--- config.mk ---
export PLATFORM = sky130hd
export DESIGN_NAME = nvps_top
export DESIGN_NICKNAME = d
export VERILOG_FILES = /design/src/rtl/nvps_pkg.sv /design/src/rtl/nvps_store.sv /design/src/rtl/nvps_top.sv
export VERILOG_INCLUDE_DIRS = /design/src /design/src/rtl
export SDC_FILE = /design/constraint.sdc
export NUM_CORES = 1
export LEC_CHECK = 0
export BUFFER_PORTS_ARGS = -buffer_cell sky130_fd_sc_hd__buf_2
export CAP_MARGIN = 15
export CELL_PAD_IN_SITES_DETAIL_PLACEMENT = 0
export CELL_PAD_IN_SITES_GLOBAL_PLACEMENT = 2
export CORE_ASPECT_RATIO = 0.8
export CORE_MARGIN = 3
export CORE_UTILIZATION = 47
export CTS_CLUSTER_SIZE = 14
export DETAILED_ROUTE_END_ITERATION = 16
export PLACE_DENSITY = 0.89
export SLEW_MARGIN = 30
export SYNTH_ARGS = -nofsm -noshare
export SYNTH_HDL_FRONTEND = slang
export SYNTH_HIERARCHICAL = 1
export SYNTH_SLANG_ARGS = --single-unit
--- constraint.sdc ---
create_clock -name CLK_SYS_IN -period 17.19 [get_ports CLK_SYS_IN]
set_clock_uncertainty 0.1 [all_clocks]
set_input_delay 3.438 -clock CLK_SYS_IN [delete_from_list [all_inputs] [get_ports CLK_SYS_IN]]
set_output_delay 3.438 -clock CLK_SYS_IN [all_outputs]
set_load 0.01 [all_outputs]
--- src/rtl/nvps_defs.svh ---
/*
 * Constants of the nonvolatile page save/restore block: control register
 * address and bits, bank mapping, erased value and store timing.
 * Assumes inclusion by bare name from the design modules (store and top).
 */
`ifndef NVPS_DEFS_SVH
`define NVPS_DEFS_SVH

`define NVPS_CTRL_ADDR 8'h3A
`define NVPS_CTRL_RESET 8'h00
`define NVPS_TRIG_MASK 8'h33
`define NVPS_SAVE1_BIT 0
`define NVPS_SAVE2_BIT 1
`define NVPS_LOAD1_BIT 4
`define NVPS_LOAD2_BIT 5
`define NVPS_BUSY_BIT 7
`define NVPS_PAGE1_BASE 8'h01
`define NVPS_PAGE2_BASE 8'h11
`define NVPS_ERASED 8'hFF
`define NVPS_STORE_BYTES 32
`define NVPS_PAGE_BYTES 16
`define NVPS_ERASE_CYCLES 16
`define NVPS_PROG_CYCLES 4
`define NVPS_READ_CYCLES 1

`endif

--- src/rtl/nvps_pkg.sv ---
/*
 * Types shared by the page save/restore controller and its store array.
 * Assumes a 32-byte store split into two 16-byte pages.
 */
package nvps_pkg;

    typedef enum logic [1:0] {
        NVPS_OP_READ = 2'h0,
        NVPS_OP_ERASE = 2'h1,
        NVPS_OP_PROG = 2'h2
    } nvps_op_t;

    typedef struct packed {
        nvps_op_t op;
        logic [4:0] addr;
        logic [7:0] data;
    } nvps_cmd_t;

    typedef enum logic [2:0] {
        NVPS_IDLE = 3'h0,
        NVPS_ERASE = 3'h1,
        NVPS_BANK_RD = 3'h3,
        NVPS_PROG = 3'h2,
        NVPS_NV_RD = 3'h6,
        NVPS_BANK_WR = 3'h7
    } nvps_state_t;

endpackage

--- src/rtl/nvps_store.sv ---
/*
 * Flip-flop nonvolatile store: 32 bytes in two pages, with page erase,
 * byte program and byte read, each taking a fixed number of cycles.
 * Assumes one command at a time: start is only given while not busy.
 */
`timescale 1ns/10ps
`include "nvps_defs.svh"

module nvps_store #(
    parameter int DEPTH = `NVPS_STORE_BYTES,
    parameter int PAGE_BYTES = `NVPS_PAGE_BYTES,
    parameter int ERASE_CYCLES = `NVPS_ERASE_CYCLES,
    parameter int PROG_CYCLES = `NVPS_PROG_CYCLES
) (
    // clock and reset
    input wire logic clk_in,
    input wire logic rst_in,
    // command
    input wire logic start_in,
    input nvps_pkg::nvps_cmd_t cmd_in,
    // answer
    output logic done_out,
    output logic [7:0] rdata_out
);

    // the cycle counter is 16 bits wide, so longer timings cannot be served
    if (DEPTH != 2 * PAGE_BYTES || DEPTH != 32 || ERASE_CYCLES < 1 || PROG_CYCLES < 1 ||
        ERASE_CYCLES > 65536 || PROG_CYCLES > 65536) begin : g_bad_param
        $error("nvps_store: unsupported geometry or timing");
    end

    logic [7:0] mem_reg [DEPTH];
    logic [7:0] mem_next [DEPTH];
    logic [15:0] cnt_reg, cnt_next;
    logic busy_reg, busy_next;
    logic done_reg, done_next;
    logic [7:0] rdata_reg, rdata_next;
    nvps_pkg::nvps_cmd_t cmd_reg, cmd_next;

    function automatic logic [15:0] op_cycles(input nvps_pkg::nvps_op_t op);
        unique case (op)
            nvps_pkg::NVPS_OP_ERASE: op_cycles = 16'(ERASE_CYCLES - 1);
            nvps_pkg::NVPS_OP_PROG: op_cycles = 16'(PROG_CYCLES - 1);
            default: op_cycles = 16'(`NVPS_READ_CYCLES - 1);
        endcase
    endfunction

    always_comb begin
        int base;
        base = int'(cmd_reg.addr) & ~(PAGE_BYTES - 1);
        mem_next = mem_reg;
        cnt_next = cnt_reg;
        busy_next = busy_reg;
        done_next = 1'b0;
        rdata_next = rdata_reg;
        cmd_next = cmd_reg;
        if (busy_reg) begin
            if (cnt_reg == 16'h0000) begin
                busy_next = 1'b0;
                done_next = 1'b1;
                unique case (cmd_reg.op)
                    nvps_pkg::NVPS_OP_ERASE: begin
                        // whole page goes to the erased value at once
                        for (int i = 0; i < PAGE_BYTES; i++) begin
                            mem_next[base + i] = `NVPS_ERASED;
                        end
                    end
                    nvps_pkg::NVPS_OP_PROG: mem_next[cmd_reg.addr] = cmd_reg.data;
                    default: rdata_next = mem_reg[cmd_reg.addr];
                endcase
            end else begin
                cnt_next = cnt_reg - 16'h0001;
            end
        end else if (start_in) begin
            cmd_next = cmd_in;
            busy_next = 1'b1;
            cnt_next = op_cycles(cmd_in.op);
        end
    end

    // contents reset to erased: a flip-flop store cannot survive power loss
    always_ff @(posedge clk_in or posedge rst_in) begin
        if (rst_in) begin
            for (int i = 0; i < DEPTH; i++) begin
                mem_reg[i] <= `NVPS_ERASED;
            end
            cnt_reg <= 16'h0000;
            busy_reg <= 1'b0;
            done_reg <= 1'b0;
            rdata_reg <= 8'h00;
            cmd_reg <= '0;
        end else begin
            mem_reg <= mem_next;
            cnt_reg <= cnt_next;
            busy_reg <= busy_next;
            done_reg <= done_next;
            rdata_reg <= rdata_next;
            cmd_reg <= cmd_next;
        end
    end

    assign done_out = done_reg;
    assign rdata_out = rdata_reg;

endmodule

--- src/rtl/nvps_top.sv ---
/*
 * Page save/restore controller: control register at nvm_page_control, sequencing of
 * load, erase and program between the register bank and the store.
 * Assumes register accesses and bank read data come from logic on the
 * same clock; bank read data follows the bank address combinationally.
 */
`timescale 1ns/10ps
`include "nvps_defs.svh"

module nvps_top #(
    parameter int ERASE_CYCLES = `NVPS_ERASE_CYCLES,
    parameter int PROG_CYCLES = `NVPS_PROG_CYCLES
) (
    // clock and reset
    input wire logic CLK_SYS_IN,
    input wire logic RST_IN,
    // register access from the serial slave
    input wire logic REG_WR_IN,
    input wire logic REG_RD_IN,
    input wire logic [7:0] REG_ADDR_IN,
    input wire logic [7:0] REG_WDATA_IN,
    output logic [7:0] REG_RDATA_OUT,
    // register bank side
    output logic [7:0] BANK_ADDR_OUT,
    output logic [7:0] BANK_WDATA_OUT,
    output logic BANK_WE_OUT,
    input wire logic [7:0] BANK_RDATA_IN,
    // status
    output logic BUSY_OUT
);

    localparam logic [3:0] LAST_IDX = 4'(`NVPS_PAGE_BYTES - 1);

    nvps_pkg::nvps_state_t state_reg, state_next;
    logic [7:0] pend_reg, pend_next;
    logic [7:0] act_reg, act_next;
    logic page_reg, page_next;
    logic [3:0] idx_reg, idx_next;
    logic issued_reg, issued_next;
    logic [7:0] data_reg, data_next;
    logic [7:0] baddr_reg, baddr_next;
    logic [7:0] bwdata_reg, bwdata_next;
    logic bwe_reg, bwe_next;
    logic busy_reg, busy_next;
    logic [7:0] rdata_reg, rdata_next;

    logic st_start;
    nvps_pkg::nvps_cmd_t st_cmd;
    logic st_done;
    logic [7:0] st_rdata;

    function automatic logic [7:0] bank_addr(input logic page, input logic [3:0] idx);
        bank_addr = (page ? `NVPS_PAGE2_BASE : `NVPS_PAGE1_BASE) + {4'h0, idx};
    endfunction

    // loads first, so a queued load then save of a page keeps its contents
    function automatic logic [7:0] pick(input logic [7:0] pend);
        pick = 8'h00;
        if (pend[`NVPS_LOAD1_BIT]) begin
            pick[`NVPS_LOAD1_BIT] = 1'b1;
        end else if (pend[`NVPS_LOAD2_BIT]) begin
            pick[`NVPS_LOAD2_BIT] = 1'b1;
        end else if (pend[`NVPS_SAVE1_BIT]) begin
            pick[`NVPS_SAVE1_BIT] = 1'b1;
        end else if (pend[`NVPS_SAVE2_BIT]) begin
            pick[`NVPS_SAVE2_BIT] = 1'b1;
        end
    endfunction

    nvps_store #(
        .DEPTH(`NVPS_STORE_BYTES),
        .PAGE_BYTES(`NVPS_PAGE_BYTES),
        .ERASE_CYCLES(ERASE_CYCLES),
        .PROG_CYCLES(PROG_CYCLES)
    ) u_store (
        .clk_in(CLK_SYS_IN),
        .rst_in(RST_IN),
        .start_in(st_start),
        .cmd_in(st_cmd),
        .done_out(st_done),
        .rdata_out(st_rdata)
    );

    always_comb begin
        logic finish;
        logic [7:0] sel;
        finish = 1'b0;
        sel = pick(pend_reg);
        state_next = state_reg;
        act_next = act_reg;
        page_next = page_reg;
        idx_next = idx_reg;
        issued_next = issued_reg;
        data_next = data_reg;
        baddr_next = baddr_reg;
        bwdata_next = bwdata_reg;
        bwe_next = 1'b0;
        st_start = 1'b0;
        st_cmd.op = nvps_pkg::NVPS_OP_READ;
        st_cmd.addr = {page_reg, idx_reg};
        st_cmd.data = data_reg;
        unique case (state_reg)
            nvps_pkg::NVPS_IDLE: begin
                // one operation at a time; others stay pending
                if (sel != 8'h00) begin
                    act_next = sel;
                    page_next = sel[`NVPS_LOAD2_BIT] | sel[`NVPS_SAVE2_BIT];
                    idx_next = 4'h0;
                    issued_next = 1'b0;
                    if (sel[`NVPS_LOAD1_BIT] | sel[`NVPS_LOAD2_BIT]) begin
                        state_next = nvps_pkg::NVPS_NV_RD;
                    end else begin
                        state_next = nvps_pkg::NVPS_ERASE;
                    end
                end
            end
            nvps_pkg::NVPS_ERASE: begin
                st_cmd.op = nvps_pkg::NVPS_OP_ERASE;
                if (!issued_reg) begin
                    st_start = 1'b1;
                    issued_next = 1'b1;
                end else if (st_done) begin
                    issued_next = 1'b0;
                    baddr_next = bank_addr(page_reg, idx_reg);
                    state_next = nvps_pkg::NVPS_BANK_RD;
                end
            end
            nvps_pkg::NVPS_BANK_RD: begin
                data_next = BANK_RDATA_IN;
                state_next = nvps_pkg::NVPS_PROG;
            end
            nvps_pkg::NVPS_PROG: begin
                st_cmd.op = nvps_pkg::NVPS_OP_PROG;
                if (!issued_reg) begin
                    st_start = 1'b1;
                    issued_next = 1'b1;
                end else if (st_done) begin
                    issued_next = 1'b0;
                    if (idx_reg == LAST_IDX) begin
                        finish = 1'b1;
                    end else begin
                        idx_next = idx_reg + 4'h1;
                        baddr_next = bank_addr(page_reg, idx_reg + 4'h1);
                        state_next = nvps_pkg::NVPS_BANK_RD;
                    end
                end
            end
            nvps_pkg::NVPS_NV_RD: begin
                if (!issued_reg) begin
                    st_start = 1'b1;
                    issued_next = 1'b1;
                end else if (st_done) begin
                    issued_next = 1'b0;
                    baddr_next = bank_addr(page_reg, idx_reg);
                    bwdata_next = st_rdata;
                    bwe_next = 1'b1;
                    state_next = nvps_pkg::NVPS_BANK_WR;
                end
            end
            nvps_pkg::NVPS_BANK_WR: begin
                if (idx_reg == LAST_IDX) begin
                    finish = 1'b1;
                end else begin
                    idx_next = idx_reg + 4'h1;
                    state_next = nvps_pkg::NVPS_NV_RD;
                end
            end
            default: state_next = nvps_pkg::NVPS_IDLE;
        endcase
        if (finish) begin
            state_next = nvps_pkg::NVPS_IDLE;
            act_next = 8'h00;
        end
        // a trigger written in the finishing cycle survives: set wins
        pend_next = pend_reg & ~(finish ? act_reg : 8'h00);
        if (REG_WR_IN && REG_ADDR_IN == `NVPS_CTRL_ADDR) begin
            pend_next = pend_next | (REG_WDATA_IN & `NVPS_TRIG_MASK);
        end
        busy_next = (state_next != nvps_pkg::NVPS_IDLE);
        rdata_next = 8'h00;
        if (REG_RD_IN && REG_ADDR_IN == `NVPS_CTRL_ADDR) begin
            rdata_next = pend_reg;
            rdata_next[`NVPS_BUSY_BIT] = busy_reg;
        end
    end

    always_ff @(posedge CLK_SYS_IN or posedge RST_IN) begin
        if (RST_IN) begin
            state_reg <= nvps_pkg::NVPS_IDLE;
            pend_reg <= `NVPS_CTRL_RESET;
            act_reg <= 8'h00;
            page_reg <= 1'b0;
            idx_reg <= 4'h0;
            issued_reg <= 1'b0;
            data_reg <= 8'h00;
            baddr_reg <= 8'h00;
            bwdata_reg <= 8'h00;
            bwe_reg <= 1'b0;
            busy_reg <= 1'b0;
            rdata_reg <= 8'h00;
        end else begin
            state_reg <= state_next;
            pend_reg <= pend_next;
            act_reg <= act_next;
            page_reg <= page_next;
            idx_reg <= idx_next;
            issued_reg <= issued_next;
            data_reg <= data_next;
            baddr_reg <= baddr_next;
            bwdata_reg <= bwdata_next;
            bwe_reg <= bwe_next;
            busy_reg <= busy_next;
            rdata_reg <= rdata_next;
        end
    end

    assign REG_RDATA_OUT = rdata_reg;
    assign BANK_ADDR_OUT = baddr_reg;
    assign BANK_WDATA_OUT = bwdata_reg;
    assign BANK_WE_OUT = bwe_reg;
    assign BUSY_OUT = busy_reg;

endmodule

==> metrics list <==
- Summed over all layers, the global routing overflow is 0.
* Req. time, crit path: between 15 and 20 ns
* Max reg flops: approximately 260
- Net total in the final layout: between 1,000 and 1,500
- The number of hold buffers added after CTS was 0.
* Critical register-to-register path startpoint: u_store/cmd_reg[8]
- The share of synthesized area in the top cell type comes to 0.422.
- R2r setup slk: ~13 ns
* Worst min-delay path category: flip-flop to flip-flop
- Num rows: between 50 and 60
* Combined global-route utilization of all metal layers: 0.234
* Data arrival, critical path: 5.46 ns
* Final hold violation count: 0
* Die Footprint: 36,100 µm²
- Peak VDD IR: around 0.15 mV
* Worst skew pair latency: around 0.53 ns
- Final-report max-slew violation count: 0
* CP Capture Type: asynchronous set/reset pin
* Wirelength per Cell: 23.8 µm
- Largest cells by area after synthesis: sky130_fd_sc_hd__dfstp_2, sky130_fd_sc_hd__o22a_1, sky130_fd_sc_hd__dfrtp_1, sky130_fd_sc_hd__mux2i_1, sky130_fd_sc_hd__mux4_2
- WHS Endpoint: u_store/cnt_reg[13]
- Starting DRC count in detailed routing: between 900 and 1,000
* Average cell area after synthesis: approximately 12 µm²
* Dominant register cell in the synthesized netlist: sky130_fd_sc_hd__dfstp_2
* Synth async-reset ratio: 1.00
* Largest net degree at the start of global routing: approximately 110
- The routed design has ~42 mm of wire.
- The share of the Yosys chip area taken by registers is 0.559.
- RSZ-0062 raised after global routing: false
- Power spread over the standard cell area amounts to between 100 and 150 nW/µm².
* Detailed-routing iteration count for the pre-antenna-repair pass: 5
* Cell area after synthesis: about 16,000 µm²
* Vias per Instance: 6.25
- Synth Register Bits: 343
- Count of warnings emitted by yosys: 6
- The first global-routing pass estimated ~66 mm of wire.
- After layout, the minimum clock period comes to between 4 and 5 ns.
* Num ports: between 50 and 60
* Starting density of the core: 0.484
- Critical R2R Capture: u_store/mem_reg[78]
- Type of origin of the critical path: input pin
- Counting flops with a built-in enable in the synthesized netlist gives 0.
* Cell depth of the worst min-delay path: 1
- The number of global-route vias before repair came to around 11,000.
* Leakage power total: 0.00665 µW
- Outcome: finished clean
- Post-CTS timing repair inserted 0 buffers for setup.
- TritonCTS built the clock tree.
* Proportion of layout cells with a drive suffix above 1: 0.336
* Ant diodes: 0
- Maximum capacitance violations: 0
- For this run, design rule violations remaining after detail routing come to 0.
* Final hold slack: between 0.3 and 0.4 ns
- Routability-driven placement finished with a final weighted congestion of around 0.84.
* Port Buf Inserts: 44
- Via count: about 11,000
- Relative contribution of combinational cells to total power: 0.231
* Syn-to-layout area delta: 11.6%
* Final total negative setup slack: 0 ns
* Cell at the root of the clock tree: sky130_fd_sc_hd__clkbuf_16
* Final-report setup violation count: 0
* H-tree depth reported by CTS: 2
- The count of nets left with antenna violations once routing finished came out at 0.
* Clock transition at the registers of the reported paths: 0.06 ns
* Register-to-Register Path Depth: 6
- Number of antenna violations at the first check in global routing: 0
- Startpoint-to-endpoint class of the critical path: input pin to asynchronous set/reset pin
- PostCTS Resize Cnt: 0
- Worst Path Max Fanout: 105
* Cell count after synthesis: about 1,300
- Summed over all nets, the half-perimeter wirelength after detailed placement is 26.4 mm.
* Fraction of power spent switching nets: 0.297
- For this run, the top clock speed supported by timing is 202 MHz.
- Summed over all nets, the switching power comes to 780 µW.
- Counting the buffers created by CTS gives 36.
- In this run the most critical hold path is launched from u_store/cnt_reg[13].
- Period Utilization, post-route: 0.288
- Transition time at the pin with the least slew margin: 0.980 ns
- Relative slew margins: 0.344
* Area of the core: between 30,000 and 40,000 µm²
* Die Span Y: roughly 170 µm
- CTS saw about 340 sinks.
- Internal power comes to 1850 µW.
- After synthesis, the netlist uses between 70 and 80 different library cells.
* Longest Clk Path Bufs: 3
* Sequential group share of total power: 0.452
* Cell accounting for the most synthesized area: sky130_fd_sc_hd__dfstp_2
- Clock power frac: 0.317
- Measured along the x axis, the die boundary spans around 210 µm.
synth_stat cells, drive strengths merged, types with 5 or more instances:
| library cell | instances |
|---|---|
| dfrtp | 87 |
| and3 | 10 |
| nor2 | 84 |
| nand4bb | 5 |
| nand2b | 6 |
| nand3 | 7 |
| mux2 | 27 |
| o31ai | 5 |
| mux2i | 96 |
| and2 | 6 |
| a22oi | 9 |
| or4 | 6 |
| o21ai | 14 |
| dfstp | 256 |
| o22ai | 38 |
| a31oi | 7 |
| nor3 | 8 |
| buf | 31 |
| mux4 | 18 |
| nand2 | 103 |
| o211ai | 7 |
| a21oi | 42 |
| nor2b | 5 |
| ha | 7 |
| o22a | 257 |
| and3b | 6 |
| clkbuf | 65 |
| o32ai | 7 |
| inv | 17 |
cells in the final DEF, fill, tap and decap left out, types with 15 or more instances in the layout:
cell / n
sky130_fd_sc_hd__buf_4: 20
sky130_fd_sc_hd__o22ai_1: 37
sky130_fd_sc_hd__mux2i_1: 96
sky130_fd_sc_hd__mux4_2: 18
sky130_fd_sc_hd__inv_1: 15
sky130_fd_sc_hd__clkbuf_16: 38
sky130_fd_sc_hd__nand2_1: 103
sky130_fd_sc_hd__mux2_2: 26
sky130_fd_sc_hd__dfstp_2: 256
sky130_fd_sc_hd__a21oi_1: 42
sky130_fd_sc_hd__buf_2: 44
sky130_fd_sc_hd__dfrtp_1: 86
sky130_fd_sc_hd__nor2_1: 81
sky130_fd_sc_hd__o22a_1: 257
worst max path at each step:
stage | startpoint | to | slack, ns | cells past startpoint
floorplan | RST_IN | u_store/busy_reg | 5.87 | 1
finish | RST_IN | u_store/mem_reg[61] | 12.25 | 4
global placement | RST_IN | u_store/mem_reg[117] | 11.44 | 4
global route | RST_IN | u_store/mem_reg[98] | 12.02 | 4
CTS | RST_IN | u_store/mem_reg[98] | 11.94 | 4
detailed placement | RST_IN | u_store/mem_reg[117] | 11.39 | 4
layer usage:
layer / share of wire / wire (µm) / GRT usage
met1: 0.49 / 20500 / 0.356
met5: 0 / 0 / 0
met3: 0.059 / 2470 / 0.0475
met4: 0.014 / 589 / 0.0454
met2: 0.44 / 18600 / 0.351
final cells by class:
cell class | instances | area [µm²]
clock buffer | 52 | 1060
clock inverter | 13 | 209
fill | 2869 | 15200
inverter | 17 | 72.6
multi-input combinational | 854 | 6600
sequential | 343 | 8910
tap | 427 | 534
timing repair buffer | 65 | 382
through the flow:
stage	total power, µW	util	setup slack (ns)	instance area [µm²]	instances
floorplan	1610	-	5.87	15900	1311
global placement	1780	0.500	11.44	16500	1706
detailed placement	1800	0.500	11.39	16500	1706
CTS	2650	0.539	11.94	17700	1771
global route	2760	0.540	12.02	17800	1771
finish	2630	0.540	12.25	17800	1771
logic make-up (layout without fill, tap and decap cells):
family / Yosys count / in the layout / share of synthesized area
compound gates: 415 / 415 / 0.208
flops: 343 / 343 / 0.559
simple gates: 282 / 282 / 0.0890
mux: 141 / 141 / 0.105
buf+inv: 114 / 147 / 0.0308
fa+ha+maj: 7 / 7 / 0.00550
xor+xnor: 4 / 4 / 0.00220
other cells: 1 / 5 / 0.000235
worst max-delay path, stage by stage:
cell	delay, ns
sky130_fd_sc_hd__buf_2	0.14
sky130_fd_sc_hd__inv_8	0.48
sky130_fd_sc_hd__buf_6	0.61
sky130_fd_sc_hd__buf_4	0.65
power by group through the flow:
stage	clock [µW]	sequential, µW	combinational, µW
floorplan	0	1150	464
global placement	0	1190	594
detailed placement	0	1200	606
CTS	854	1190	608
global route	888	1210	657
finish	835	1190	608
Power figures use the tool's default switching activity.
